### src/core/vad_defines.vh
`ifndef VAD_DEFINES_VH
`define VAD_DEFINES_VH

////////////////////////////////////////////////////////////////////////////////
// Register subaddresses
`define VAD_SUB_BLACK_LINE  8'h12
`define VAD_SUB_PIN_CTRL    8'h1F
`define VAD_SUB_PROC_STATUS 8'h35
`define VAD_SUB_PROC_RD_PTR 8'h36
`define VAD_SUB_PROC_WR_PTR 8'h37
`define VAD_SUB_PROC_DATA   8'h38

////////////////////////////////////////////////////////////////////////////////
// Pin driver control fields
`define VAD_PIN_SYNC_STR    2:0
`define VAD_PIN_AVO_OFF     3
`define VAD_PIN_SYNC_OFF    4
`define VAD_PIN_VALIGN      5
`define VAD_PIN_CLKA_OFF    6
`define VAD_PIN_CLKB_OFF    7
`define VAD_PIN_DATA_STR    10:8
`define VAD_PIN_DATA_EN     11
`define VAD_PIN_PULLUP_SEL  12
`define VAD_PIN_CLKA_STR    15:14
`define VAD_PIN_RESET       16'h0000
`define VAD_PIN_WR_MASK     16'hDFFF
`define VAD_STRENGTH_HIZ    3'h7

////////////////////////////////////////////////////////////////////////////////
// Status bits, black line reload and serial constants
`define VAD_STA_WR_REQ      0
`define VAD_STA_RD_REQ      1
`define VAD_STA_BUSY        2
`define VAD_BLACK_RELOAD    7'h7F
`define VAD_DEV_ADDR        7'h47
`define VAD_IDLE_BYTE       8'hFF

`endif

### src/core/vad_serial_port.v
`timescale 1ns/100ps
`default_nettype none
`include "vad_defines.vh"

// Byte-level two-wire slave; pins are taken as synchronous samples
module vad_serial_port #(
	parameter [6:0] DEV_ADDR = `VAD_DEV_ADDR
) (
	// Clock and reset
	input  wire       sys_clk,
	input  wire       srst,
	// Bus pins
	input  wire       scl_in,
	input  wire       sda_in,
	output wire       sda_out,
	output reg        sda_oe,
	// Byte events toward the register bank
	output reg        bus_start,
	output reg        rd_begin,
	output reg        rd_next,
	output reg        wr_valid,
	output reg  [7:0] wr_byte,
	input  wire       ack_ok,
	input  wire [7:0] tx_byte
);

	localparam [2:0] ST_IDLE = 3'h0;
	localparam [2:0] ST_ADDR = 3'h1;
	localparam [2:0] ST_ACKA = 3'h2;
	localparam [2:0] ST_WR   = 3'h3;
	localparam [2:0] ST_ACKW = 3'h4;
	localparam [2:0] ST_RD   = 3'h5;
	localparam [2:0] ST_ACKR = 3'h6;

	reg       scl_q;     // Previous clock sample
	reg       sda_q;     // Previous data sample
	reg [2:0] state_reg; // Bit-level state
	reg [3:0] bit_cnt;   // Bits of the current byte
	reg [7:0] sh_reg;    // Receive or transmit shifter
	reg       rw_reg;    // Direction bit of the address byte
	reg       mack_reg;  // Master acknowledged last read byte

	wire start_c = scl_q & scl_in & sda_q & ~sda_in;
	wire stop_c  = scl_q & scl_in & ~sda_q & sda_in;
	wire rise    = ~scl_q & scl_in;
	wire fall    = scl_q & ~scl_in;

	// Open drain: only ever pulls low
	assign sda_out = 1'b0;

	////////////////////////////////////////////////////////////////////////////
	// Start/stop detect, shifting and acknowledge on clock edges
	always @(posedge sys_clk)
	begin
		bus_start <= 1'b0;
		rd_begin  <= 1'b0;
		rd_next   <= 1'b0;
		wr_valid  <= 1'b0;
		if (srst)
		begin
			scl_q     <= 1'b1;
			sda_q     <= 1'b1;
			state_reg <= ST_IDLE;
			bit_cnt   <= 4'h0;
			sh_reg    <= 8'h00;
			rw_reg    <= 1'b0;
			mack_reg  <= 1'b0;
			sda_oe    <= 1'b0;
			wr_byte   <= 8'h00;
		end
		else
		begin
			scl_q <= scl_in;
			sda_q <= sda_in;
			if (start_c)
			begin
				// Repeated start also lands here
				state_reg <= ST_ADDR;
				bit_cnt   <= 4'h0;
				sda_oe    <= 1'b0;
				bus_start <= 1'b1;
			end
			else if (stop_c)
			begin
				state_reg <= ST_IDLE;
				sda_oe    <= 1'b0;
			end
			else if (rise)
			begin
				case (state_reg)
					ST_ADDR, ST_WR:
					begin
						sh_reg  <= {sh_reg[6:0], sda_in};
						bit_cnt <= bit_cnt + 4'h1;
					end
					ST_RD:   bit_cnt  <= bit_cnt + 4'h1;
					ST_ACKR: mack_reg <= ~sda_in;
					default: bit_cnt  <= bit_cnt;
				endcase
			end
			else if (fall)
			begin
				case (state_reg)
					ST_ADDR:
					begin
						if (bit_cnt == 4'h8)
						begin
							// Foreign address: go quiet until next start
							if (sh_reg[7:1] == DEV_ADDR)
							begin
								sda_oe    <= 1'b1;
								rw_reg    <= sh_reg[0];
								rd_begin  <= sh_reg[0];
								state_reg <= ST_ACKA;
							end
							else
								state_reg <= ST_IDLE;
						end
					end
					ST_ACKA, ST_ACKR:
					begin
						bit_cnt <= 4'h0;
						if (state_reg == ST_ACKA && !rw_reg)
						begin
							sda_oe    <= 1'b0;
							state_reg <= ST_WR;
						end
						else if (state_reg == ST_ACKA || mack_reg)
						begin
							// Load the next byte, drive its MSB
							sh_reg    <= tx_byte;
							sda_oe    <= ~tx_byte[7];
							rd_next   <= 1'b1;
							state_reg <= ST_RD;
						end
						else
						begin
							sda_oe    <= 1'b0;
							state_reg <= ST_IDLE;
						end
					end
					ST_WR:
					begin
						if (bit_cnt == 4'h8)
						begin
							wr_valid  <= 1'b1;
							wr_byte   <= sh_reg;
							sda_oe    <= ack_ok;
							state_reg <= ack_ok ? ST_ACKW : ST_IDLE;
						end
					end
					ST_ACKW:
					begin
						sda_oe    <= 1'b0;
						bit_cnt   <= 4'h0;
						state_reg <= ST_WR;
					end
					ST_RD:
					begin
						if (bit_cnt == 4'h8)
						begin
							sda_oe    <= 1'b0;
							state_reg <= ST_ACKR;
						end
						else
						begin
							sh_reg <= {sh_reg[6:0], 1'b0};
							sda_oe <= ~sh_reg[6];
						end
					end
					default: state_reg <= ST_IDLE;
				endcase
			end
		end
	end

endmodule
`default_nettype wire

### src/core/vad_aux_regs.v
`timescale 1ns/100ps
`default_nettype none
`include "vad_defines.vh"

module vad_aux_regs #(
	parameter       PTR_W    = 9,
	parameter       DATA_W   = 12,
	parameter [6:0] DEV_ADDR = `VAD_DEV_ADDR
) (
	// Clock and reset
	input  wire              sys_clk,
	input  wire              srst,
	// Serial bus pins
	input  wire              scl_in,
	input  wire              sda_in,
	output wire              sda_out,
	output wire              sda_oe,
	// Firmware processor memory side
	output reg               proc_wr_req,
	output reg  [PTR_W-1:0]  proc_wr_addr,
	output reg  [DATA_W-1:0] proc_wr_data,
	input  wire              proc_wr_done,
	output reg               proc_rd_req,
	output wire [PTR_W-1:0]  proc_rd_addr,
	input  wire [DATA_W-1:0] proc_rd_data,
	input  wire              proc_rd_done,
	input  wire              proc_busy,
	// Black line detector
	input  wire              det_valid,
	input  wire [6:0]        det_lower,
	input  wire [6:0]        det_upper,
	input  wire              det_black,
	output reg               det_restart,
	// Sync sources and test strap
	input  wire              hs_in,
	input  wire              vs_in,
	input  wire              interlace_out_in,
	input  wire              test_in,
	// Pad driver controls
	output wire [2:0]        sync_pin_strength,
	output wire              other_sync_oe,
	output wire              active_video_oe,
	output wire              pixclk_a_oe,
	output wire              pixclk_b_oe,
	output wire [1:0]        pixclk_a_strength,
	output wire [2:0]        data_pin_strength,
	output wire              data_pin_oe,
	output wire              data_pullup_en,
	// Aligned vertical outputs
	output reg               vert_sync_out,
	output reg               interlace_out
);

	////////////////////////////////////////////////////////////////////////////
	// Declarations

	localparam [1:0] PH_SUB  = 2'h0; // Expect subaddress
	localparam [1:0] PH_HI   = 2'h1; // Expect upper data byte
	localparam [1:0] PH_LO   = 2'h2; // Expect lower data byte
	localparam [1:0] PH_DONE = 2'h3; // Word taken, refuse more

	wire             bus_start; // Start or repeated start
	wire             rd_begin;  // Address matched, read
	wire             rd_next;   // Port took one byte
	wire             wr_valid;  // One byte received
	wire [7:0]       wr_byte;   // Received byte
	wire             ack_ok;    // Accept the next write byte
	reg  [7:0]       tx_byte;   // Byte offered to the port

	reg  [1:0]       phase_reg; // Write byte position
	reg  [7:0]       sub_reg;   // Current subaddress
	reg  [7:0]       hi_reg;    // Held upper byte
	reg  [15:0]      snap_reg;  // Read word snapshot
	reg  [1:0]       idx_reg;   // Read bytes handed out
	reg  [15:0]      rd_word;   // Live read mux

	reg  [15:0]      pin_reg;   // Pin driver control
	reg  [PTR_W-1:0] rd_ptr;    // Read pointer
	reg  [PTR_W-1:0] wr_ptr;    // Write pointer
	reg  [DATA_W-1:0] rd_buf;   // Prefetched read data
	reg  [6:0]       low_cnt;   // Lower black count
	reg  [6:0]       up_cnt;    // Upper black count
	reg              blk_flag;  // Black picture flag
	reg              hs_q;      // Previous sync sample

	// Narrow registers carry one byte, all others two
	function is_wide;
		input [7:0] sub;
		begin
			is_wide = (sub != `VAD_SUB_PROC_STATUS);
		end
	endfunction

	wire [15:0] wr_word   = {hi_reg, wr_byte};
	wire        commit    = wr_valid && (phase_reg == PH_LO);
	wire        rd_last   = rd_next && (idx_reg == {1'b0, is_wide(sub_reg)});
	wire        take_data = rd_last && (sub_reg == `VAD_SUB_PROC_DATA);
	wire        take_blk  = rd_last && (sub_reg == `VAD_SUB_BLACK_LINE);
	wire        hs_rise   = hs_in & ~hs_q;

	////////////////////////////////////////////////////////////////////////////
	// Serial port

	vad_serial_port #(
		.DEV_ADDR (DEV_ADDR)
	) u_port (
		.sys_clk   (sys_clk),
		.srst      (srst),
		.scl_in    (scl_in),
		.sda_in    (sda_in),
		.sda_out   (sda_out),
		.sda_oe    (sda_oe),
		.bus_start (bus_start),
		.rd_begin  (rd_begin),
		.rd_next   (rd_next),
		.wr_valid  (wr_valid),
		.wr_byte   (wr_byte),
		.ack_ok    (ack_ok),
		.tx_byte   (tx_byte)
	);

	// A second word in one transaction is refused by NACK
	assign ack_ok = (phase_reg != PH_DONE);

	////////////////////////////////////////////////////////////////////////////
	// Subaddress and byte pairing, upper byte first
	always @(posedge sys_clk)
	begin
		if (srst)
		begin
			phase_reg <= PH_SUB;
			sub_reg   <= 8'h00;
			hi_reg    <= 8'h00;
		end
		else if (bus_start)
			// Subaddress survives a repeated start for reads
			phase_reg <= PH_SUB;
		else if (wr_valid)
		begin
			case (phase_reg)
				PH_SUB:
				begin
					sub_reg   <= wr_byte;
					phase_reg <= PH_HI;
				end
				PH_HI:
				begin
					hi_reg    <= wr_byte;
					phase_reg <= PH_LO;
				end
				default: phase_reg <= PH_DONE;
			endcase
		end
	end

	////////////////////////////////////////////////////////////////////////////
	// Read word selection; write-only and unmapped read as zero
	always @*
	begin
		case (sub_reg)
			`VAD_SUB_BLACK_LINE:  rd_word = {blk_flag, up_cnt, 1'b0, low_cnt};
			`VAD_SUB_PIN_CTRL:    rd_word = pin_reg;
			`VAD_SUB_PROC_STATUS: rd_word = {8'h00, 5'h00, proc_busy,
				proc_rd_req, proc_wr_req};
			`VAD_SUB_PROC_DATA:   rd_word = {{(16-DATA_W){1'b0}}, rd_buf};
			default:              rd_word = 16'h0000;
		endcase
	end

	////////////////////////////////////////////////////////////////////////////
	// Snapshot at read start so both bytes belong to one word
	always @(posedge sys_clk)
	begin
		if (srst)
		begin
			snap_reg <= 16'h0000;
			idx_reg  <= 2'h0;
		end
		else if (rd_begin)
		begin
			snap_reg <= rd_word;
			idx_reg  <= 2'h0;
		end
		else if (rd_next && idx_reg != 2'h2)
			idx_reg <= idx_reg + 2'h1;
	end

	// Bytes beyond the register's width read as idle ones
	always @*
	begin
		if (is_wide(sub_reg))
		begin
			case (idx_reg)
				2'h0:    tx_byte = snap_reg[15:8];
				2'h1:    tx_byte = snap_reg[7:0];
				default: tx_byte = `VAD_IDLE_BYTE;
			endcase
		end
		else
			tx_byte = (idx_reg == 2'h0) ? snap_reg[7:0] : `VAD_IDLE_BYTE;
	end

	////////////////////////////////////////////////////////////////////////////
	// Pin driver control register, reserved bit 13 kept at zero
	always @(posedge sys_clk)
	begin
		if (srst)
			pin_reg <= `VAD_PIN_RESET;
		else if (commit && sub_reg == `VAD_SUB_PIN_CTRL)
			pin_reg <= wr_word & `VAD_PIN_WR_MASK;
	end

	// Strength code 7 floats the pin as well as the disable bits
	assign sync_pin_strength = pin_reg[`VAD_PIN_SYNC_STR];
	assign other_sync_oe     = ~pin_reg[`VAD_PIN_SYNC_OFF] &&
		(sync_pin_strength != `VAD_STRENGTH_HIZ);
	assign active_video_oe   = ~pin_reg[`VAD_PIN_AVO_OFF] &&
		(sync_pin_strength != `VAD_STRENGTH_HIZ);
	assign pixclk_a_oe       = ~pin_reg[`VAD_PIN_CLKA_OFF];
	assign pixclk_b_oe       = ~pin_reg[`VAD_PIN_CLKB_OFF];
	assign pixclk_a_strength = pin_reg[`VAD_PIN_CLKA_STR];
	assign data_pin_strength = pin_reg[`VAD_PIN_DATA_STR];
	assign data_pin_oe       = pin_reg[`VAD_PIN_DATA_EN] &&
		(data_pin_strength != `VAD_STRENGTH_HIZ);
	// Pull-up can only be switched off while the test strap is low
	assign data_pullup_en    = ~pin_reg[`VAD_PIN_PULLUP_SEL] | test_in;

	////////////////////////////////////////////////////////////////////////////
	// Vertical outputs: follow horizontal sync edges, or pass straight
	always @(posedge sys_clk)
	begin
		if (srst)
		begin
			hs_q          <= 1'b0;
			vert_sync_out <= 1'b0;
			interlace_out <= 1'b0;
		end
		else
		begin
			hs_q <= hs_in;
			if (pin_reg[`VAD_PIN_VALIGN] || hs_rise)
			begin
				vert_sync_out <= vs_in;
				interlace_out <= interlace_out_in;
			end
		end
	end

	////////////////////////////////////////////////////////////////////////////
	// Read pointer and prefetch; address bits above 8 are dropped
	assign proc_rd_addr = rd_ptr;

	always @(posedge sys_clk)
	begin
		if (srst)
		begin
			rd_ptr      <= {PTR_W{1'b0}};
			proc_rd_req <= 1'b0;
			rd_buf      <= {DATA_W{1'b0}};
		end
		else
		begin
			if (proc_rd_done)
				rd_buf <= proc_rd_data;
			// New request wins over a completion in the same cycle
			if (commit && sub_reg == `VAD_SUB_PROC_RD_PTR)
			begin
				// Host is expected to have seen busy clear first
				rd_ptr      <= wr_word[PTR_W-1:0];
				proc_rd_req <= 1'b1;
			end
			else if (take_data)
			begin
				rd_ptr      <= rd_ptr + 1'b1;
				proc_rd_req <= 1'b1;
			end
			else if (proc_rd_done)
				proc_rd_req <= 1'b0;
		end
	end

	////////////////////////////////////////////////////////////////////////////
	// Write pointer and posted writes to processor memory
	always @(posedge sys_clk)
	begin
		if (srst)
		begin
			wr_ptr       <= {PTR_W{1'b0}};
			proc_wr_req  <= 1'b0;
			proc_wr_addr <= {PTR_W{1'b0}};
			proc_wr_data <= {DATA_W{1'b0}};
		end
		else
		begin
			// Completion clears even during a pointer write, else the request sticks
			if (proc_wr_done)
				proc_wr_req <= 1'b0;
			if (commit && sub_reg == `VAD_SUB_PROC_WR_PTR)
				wr_ptr <= wr_word[PTR_W-1:0];
			else if (commit && sub_reg == `VAD_SUB_PROC_DATA)
			begin
				// New request wins over a completion in the same cycle
				proc_wr_addr <= wr_ptr;
				proc_wr_data <= wr_word[DATA_W-1:0];
				proc_wr_req  <= 1'b1;
				wr_ptr       <= wr_ptr + 1'b1;
			end
		end
	end

	////////////////////////////////////////////////////////////////////////////
	// Black line result; writes to it are simply dropped
	always @(posedge sys_clk)
	begin
		det_restart <= 1'b0;
		if (srst)
		begin
			low_cnt  <= `VAD_BLACK_RELOAD;
			up_cnt   <= `VAD_BLACK_RELOAD;
			blk_flag <= 1'b0;
		end
		else if (take_blk)
		begin
			// Reload wins over a detector update in the same cycle
			low_cnt     <= `VAD_BLACK_RELOAD;
			up_cnt      <= `VAD_BLACK_RELOAD;
			blk_flag    <= 1'b0;
			det_restart <= 1'b1;
		end
		else if (det_valid)
		begin
			low_cnt  <= det_lower;
			up_cnt   <= det_upper;
			blk_flag <= det_black;
		end
	end

endmodule
`default_nettype wire

### config.mk
export PLATFORM = sky130hd
export DESIGN_NAME = vad_aux_regs
export DESIGN_NICKNAME = d
export VERILOG_FILES = /design/src/core/vad_serial_port.v /design/src/core/vad_aux_regs.v
export VERILOG_INCLUDE_DIRS = /design/src /design/src/core
export SDC_FILE = /design/constraint.sdc
export NUM_CORES = 1
export LEC_CHECK = 0
export ABC_AREA = 1
export BUFFER_PORTS_ARGS = -buffer_cell sky130_fd_sc_hd__buf_2
export CORE_ASPECT_RATIO = 0.7
export CORE_MARGIN = 1.5
export CORE_UTILIZATION = 56
export CTS_CLUSTER_SIZE = 14
export DETAILED_ROUTE_END_ITERATION = 7
export GPL_ROUTABILITY_DRIVEN = 0
export PLACE_DENSITY = 0.77
export SETUP_SLACK_MARGIN = 0.05
export SLEW_MARGIN = 20
export SYNTH_ARGS = -nofsm -noshare
export SYNTH_HDL_FRONTEND = slang
export SYNTH_SLANG_ARGS = --single-unit
### constraint.sdc
create_clock -name sys_clk -period 2.1 [get_ports sys_clk]
set_input_delay 0.21 -clock sys_clk [delete_from_list [all_inputs] [get_ports sys_clk]]
set_output_delay 0.21 -clock sys_clk [all_outputs]
set_load 0.03 [all_outputs]
==> implementation parameters, run 1 <==
Parameter                              Value

Power and ir drop
  Maximum resistive drop on vdd    0.619 mV
  Logic gate share of total power    0.043
  Switching power as a share of total power    0.226
  Power density over cell area    763 nW/µm²
  Flop pwr share    0.475
  Net switching component of the power    1430 µW
  Pint    4880 µW
  Portion of total power attributed to the clock network    0.482
  LEAKAGE    0.00375 µW

STA
  Setup repair after global routing missed its margin    false
  Tightest Pin Transition    0.516 ns
  Remaining max-slew budget at the tightest pin    0.655
  Final setup TNS    0 ns
  Final period demand of the worst path    1.79 ns
  Number of pins with negative max-slew slack in the final report    0
  Worst setup slack after layout    0.305 ns
  Final number of hold-violating endpoints    0
  Fraction of the cycle the final worst path needs    0.855
  Maximum clock frequency    0.557 GHz
  Final count of negative-setup-slack endpoints    0
  Worst setup skew after layout    0.00970 ns

Setup path
  Slowest stage delay, CP    0.33 ns
  Worst Path Max Fanout    11
  Total buffers and inverters traversed by the critical path    3
  Crit-path cells    inv_1 > nand2_1 > nor2_1 > nand2_1 > buf_4 > clkinv_1 > o21ai_0 > nand2_1 > nand2_1 > nand2_1 > nor2_1 > nor2_1
  Kind of start point of the critical path    flip-flop
  Gate family responsible for the most delay along the worst path    simple AND/OR/NAND/NOR gates
  Worst reg2reg startpoint    is_wide.sub[3]$_SDFFE_PP0P_
  Start point of the critical path    is_wide.sub[3]$_SDFFE_PP0P_
  Type of destination of the critical path    flip-flop
  Most numerous cell on the critical path    nand2_1
  Critical path start-end classification    flip-flop to flip-flop
  CP required    2.41 ns
  Library cell contributing the largest single delay on the critical path    dfxtp_1
  Data arrival at the endpoint of the critical path    2.11 ns

Clock tree
  Post-CTS Setup Repair Bufs    0
  Clk_lat worst skew    0.42 ns
  Inserted Clock Buffers    17
  Clock Tree Buf Depth    2
  TritonCTS Sinks    154
  Number of H-tree levels    4
  Clk Tree Root Cell    clkbuf_16
  CTS tree    yes
  Clock-pin slew of the registers on the worst-case setup and hold paths    0.06 ns

Global route
  Global routing usage summed across all routing layers    0.290
  Initial antenna violation count    0
  Sum of overflow across all layers after global routing    0
  Largest net degree at the start of global routing    73
  Number of global-route vias before repair    6219
  Wire length of the first global-routing pass    30.6 mm

Flow run
  Number of maximum-capacitance constraint violations    0

Drt
  Count of unresolved DRC violations after routing    0
  Final Routed Wirelength    18.6 mm
  Uppermost routed layer    met4
  Wire length on met2    7.77 mm
  Mean routed wirelength per cell    14.6 µm
  Via count of the routed design    6932
  1st-iter DRT viols    664
  ANT nets after route    0
  Ratio of routed vias to standard cells    5.43
  Detailed-routed wire length on met3    1.73 mm
  Post-Route M1 WL    8.91 mm
  Detailed-router iteration count before antenna repair    5

Finish
  Max reg flops    16
  Number of diodes added for antenna fixing    0
  Commonest cells after routing, fill and taps aside    nand2_1, dfxtp_1, nor2_1
  Most frequent standard cell in the layout excluding fill and tap cells    nand2_1
  Area of all sequential standard cells    3080 µm²
  Layout filler cell count    1082
  Share of post-route cells with drive strength above 1    0.145
  Final nets    1152
  Area added between synthesis and finish    16.2%
  Multi-input logic area    3340 µm²

Floorplanning
  Area inside the core boundary    12400 µm²
  Initial cell density of the core    0.573
  Rows    34
  Floorplan die area    13400 µm²
  Horiz. Die Dim    138 µm
  Top-Level Pins    90
  Die H    97.3 µm

Place
  Placed wire-length estimate    13.3 mm
  Port bufs    88
  Pre-CTS WS    0.333 ns

Logic synthesis
  Count of warnings emitted by yosys    0
  Portion of the post-synthesis area used by sequential elements    0.433
  Gate Count Post-Synth    1018
  Post-Syn Nets    1068
  Yosys cell types    40
  Post-Syn Area per Cell    6.99 µm²
  Synthesized cell area    7120 µm²
  Flip-flop and latch count after synthesis    154

Hold path
  Launch point of the worst hold path    det_lower[1]
  Hold crit path type    input pin to flip-flop

Status
  Status    completed
cell families (layout without fill, tap and decap cells):
logic type                 count (synthesis)  count (layout)  share of synthesized area
AOI/OAI and AO/OA                        222             222                      0.164
xor gates and xnor gates                   6               6                    0.00738
adders and majority gates                 11              11                     0.0193
buffers and inverters                    158             254                     0.0980
DFF                                      154             154                      0.433
other                                      1               1                   0.000527
and+or+nand+nor                          466             466                      0.277
power by group through the flow:
stage | clock network, µW | registers (µW) | logic [µW]
2_1_floorplan | 0 | 3060 | 159
3_3_place_gp | 0 | 3060 | 252
3_5_place_dp | 0 | 3060 | 255
4_1_cts | 3070 | 3000 | 267
5_1_grt | 3190 | 3000 | 305
6_report | 3040 | 3000 | 271
worst register-to-register path, cell delays in order, from the launching register on:
cell and delay (ns):
dfxtp_1 0.33, inv_1 0.08, nand2_1 0.14, nor2_1 0.08, nand2_1 0.08, buf_4 0.19, clkinv_1 0.26, o21ai_0 0.21
nand2_1 0.08, nand2_1 0.06, nand2_1 0.05, nor2_1 0.08, nor2_1 0.05
cell type report:
| class | count | share of cell area |
|---|---|---|
| inverter | 114 | 0.0523 |
| clock buffer | 22 | 0.0561 |
| multi-input combinational | 706 | 0.404 |
| sequential | 154 | 0.373 |
| clock inverter | 9 | 0.0139 |
| timing repair buffer | 109 | 0.0771 |
| tap | 162 | 0.0245 |
stage by stage:
step	area, µm²	hold WS (ns)	instances	util	total power (µW)
2_1_floorplan	7120	0.300	1018	-	3220
3_3_place_gp	7640	0.422	1239	0.615	3310
3_5_place_dp	7640	0.430	1239	0.615	3320
4_1_cts	8280	0.00242	1276	0.666	6330
5_1_grt	8280	0.0129	1276	0.666	6500
6_report	8280	0.00555	1276	0.666	6310
final timing paths:
| path | endpoint | slack [ns] | cells after the start |
|---|---|---|---|
| setup / recovery | u_port.sh_reg[7]$_SDFFE_PP0P_ | 0.31 | 12 |
| hold / removal | low_cnt[1]$_SDFFE_PP1P_ | 0.006 | 3 |
| setup reg to reg | u_port.sh_reg[7]$_SDFFE_PP0P_ | 0.31 | 12 |
| hold reg to reg | snap_reg[12]$_SDFFE_PP0P_ | 0.46 | 2 |
routing by layer:
| metal | vias up | GRT usage |
|---|---|---|
| met4 | 0 | 0.0849 |
| met2 | 300 | 0.414 |
| met3 | 26 | 0.0621 |
| met1 | 3141 | 0.435 |
| li1 | 3465 | - |
| met5 | - | 0 |
synth_stat cells, drive strengths merged:
master | count | area share
a21boi | 1 | 0.0011
a21oi | 92 | 0.065
a31oi | 5 | 0.0044
buf | 27 | 0.028
clkbuf | 17 | 0.0090
clkinv | 3 | 0.0023
conb | 1 | 0.00053
dfxtp | 154 | 0.43
ha | 11 | 0.019
inv | 111 | 0.059
nand2 | 256 | 0.14
nand3 | 66 | 0.048
nand3b | 3 | 0.0032
nand4 | 12 | 0.012
nor2 | 114 | 0.064
nor3 | 11 | 0.0077
nor3b | 1 | 0.0011
nor4 | 1 | 0.00088
o211a | 1 | 0.0014
o211ai | 9 | 0.010
o21ai | 106 | 0.075
o21bai | 1 | 0.0016
o22ai | 5 | 0.0044
o31ai | 2 | 0.0021
or2 | 2 | 0.0018
xnor2 | 2 | 0.0025
xor2 | 4 | 0.0049
what timing repair did:
| item | 4_1_cts | 5_1_grt |
|---|---|---|
| setup endpoints to repair | 0 | 1 |
| gates resized for setup | 0 | 1 |
| endpoints found under the hold margin | 6 | 0 |
| hold buffers | 6 | 0 |
Note: power is estimated with default switching activity, not from simulation.
==> run 2, diff against run 1 <==
--- a/config.mk
+++ b/config.mk
@@ -10,13 +10,12 @@
 export BUFFER_PORTS_ARGS = -buffer_cell sky130_fd_sc_hd__buf_2
 export CORE_ASPECT_RATIO = 0.7
 export CORE_MARGIN = 1.5
-export CORE_UTILIZATION = 56
+export CORE_UTILIZATION = 58
 export CTS_CLUSTER_SIZE = 14
 export DETAILED_ROUTE_END_ITERATION = 7
 export GPL_ROUTABILITY_DRIVEN = 0
-export PLACE_DENSITY = 0.77
+export PLACE_DENSITY = 0.8
 export SETUP_SLACK_MARGIN = 0.05
-export SLEW_MARGIN = 20
 export SYNTH_ARGS = -nofsm -noshare
 export SYNTH_HDL_FRONTEND = slang
 export SYNTH_SLANG_ARGS = --single-unit
==> implementation parameters, run 2 (same netlist as run 1, synthesis figures left out) <==
Parameter                              Value

Finish
  Multi-input logic area    3340 µm²
  Area added between synthesis and finish    16.2%
  Count of non-filler cells in the finished layout    1272
  Share of post-route cells with drive strength above 1    0.147
  Most frequent standard cell in the layout excluding fill and tap cells    nand2_1
  Area of all sequential standard cells    3080 µm²
  Number of diodes added for antenna fixing    0
  Layout filler cell count    942
  Commonest cells after routing, fill and taps aside    nand2_1, dfxtp_1, nor2_1
  Max reg flops    16
  Final nets    1152

Drt
  Detailed-router iteration count before antenna repair    5
  Via count of the routed design    7055
  1st-iter DRT viols    687
  Mean routed wirelength per cell    14.8 µm
  ANT nets after route    0
  Ratio of routed vias to standard cells    5.55
  Final Routed Wirelength    18.8 mm
  Count of unresolved DRC violations after routing    0

Floorplanning
  Rows    33
  Die H    95.7 µm
  Initial cell density of the core    0.601
  Horiz. Die Dim    135 µm
  Top-Level Pins    90
  Area inside the core boundary    11900 µm²
  Floorplan die area    13000 µm²

STA
  Final number of hold-violating endpoints    1
  Remaining max-slew budget at the tightest pin    0.301
  Final count of negative-setup-slack endpoints    0
  Maximum clock frequency    0.547 GHz
  Tightest Pin Transition    1.04 ns
  Fraction of the cycle the final worst path needs    0.870
  Fin Hold WS    -0.00100 ns
  Final setup TNS    0 ns
  Final period demand of the worst path    1.83 ns
  Setup repair after global routing missed its margin    false
  Worst setup slack after layout    0.273 ns
  Number of pins with negative max-slew slack in the final report    0
  Worst setup skew after layout    0.00744 ns

Clock tree
  Inserted Clock Buffers    17
  Clk_lat worst skew    0.43 ns
  TritonCTS Sinks    154
  Clk Tree Root Cell    clkbuf_16
  Clock-pin slew of the registers on the worst-case setup and hold paths    0.06 ns
  Number of H-tree levels    4
  Clock Tree Buf Depth    2
  CTS tree    yes

Setup path
  Critical path start-end classification    flip-flop to flip-flop
  Start point of the critical path    is_wide.sub[7]$_SDFFE_PP0P_
  Worst R2R End    pin_reg[4]$_SDFFE_PP0P_
  Data arrival at the endpoint of the critical path    2.14 ns
  Kind of start point of the critical path    flip-flop
  Worst reg2reg setup slack    0.27 ns
  CP required    2.41 ns
  Critical path endpoint    pin_reg[4]$_SDFFE_PP0P_
  Worst reg2reg startpoint    is_wide.sub[7]$_SDFFE_PP0P_
  Worst Path Max Fanout    26
  Type of destination of the critical path    flip-flop
  Depth of the most critical reg-to-reg path    8

Power and ir drop
  LEAKAGE    0.00376 µW
  Power density over cell area    771 nW/µm²
  Pwr Total    6380 µW
  Maximum resistive drop on vdd    0.646 mV

Place
  Port bufs    88
  Placed wire-length estimate    13.4 mm
  Cell count after placement    1231
  Pre-CTS WS    0.295 ns

Status
  Violations in the final reports    hold timing
  Status    finished with violations

Global route
  Global routing usage summed across all routing layers    0.300
  Wire length of the first global-routing pass    30.2 mm
  Largest net degree at the start of global routing    37
  Sum of overflow across all layers after global routing    0
  Number of global-route vias before repair    6103
  Initial antenna violation count    0

Hold path
  Hold crit path type    input pin to flip-flop

Flow run
  Number of maximum-capacitance constraint violations    0
==> run 2: what timing repair did <==
action | in CTS | in global routing
hold buffers | 6 | 0
setup buffers | 0 | 3
endpoints found under the hold margin | 6 | 0
resized for setup | 0 | 0
setup endpoints to repair | 0 | 6
==> run 2: layout make-up <==
| cell class | count | area share |
|---|---|---|
| Sequential cell | 154 | 0.372 |
| Clock inverter | 10 | 0.0139 |
| Clock buffer | 22 | 0.0585 |
| Tap cell | 157 | 0.0237 |
| Multi-Input combinational cell | 706 | 0.403 |
| Timing Repair Buffer | 109 | 0.0756 |
| Inverter | 114 | 0.0523 |
==> run 2: worst min path at each step <==
stage	to	start	cells after the start
CTS	low_cnt[5]$_SDFFE_PP1P_	det_lower[5]	3
global route	low_cnt[0]$_SDFFE_PP1P_	det_lower[0]	3
global placement	up_cnt[3]$_SDFFE_PP1P_	det_upper[3]	3
detailed placement	up_cnt[0]$_SDFFE_PP1P_	det_upper[0]	3
finish	low_cnt[5]$_SDFFE_PP1P_	det_lower[5]	3
floorplan	u_port.mack_reg$_SDFFE_PP0P_	sda_in	1
==> run 2: metrics by stage <==
stage,util,instance area (µm²)
final,0.698,8280
after global routing,0.698,8280
after CTS,0.697,8250
after detailed placement,0.641,7590
after global placement,0.641,7590
after floorplan,-,7120
==> run 2: report_power, final <==
group          internal [µW]  total [µW]  switching [µW]
sequential              2970        3000            28.2
combinational           93.5         265             171
clock                   1880        3120            1240
total                   4940        6380            1440
==> run 2: per-layer routing <==
metal | wire (µm) | vias up | share of wire | track usage
met4 | 316 | 0 | 0.017 | 0.0905
met5 | 0 | - | 0 | 0
met3 | 1680 | 37 | 0.089 | 0.0616
met2 | 7890 | 325 | 0.42 | 0.441
met1 | 8950 | 3221 | 0.48 | 0.443
li1 | - | 3472 | - | -
==> run 2: critical path: stages, from the launching register on <==
cell and delay (ns):
dfxtp_1 0.31, nor2_1 0.14, nand2_1 0.07, nor2_1 0.20, nand2_2 0.22, inv_2 0.25, nand2_4 0.20, o21ai_0 0.25
a21oi_1 0.07
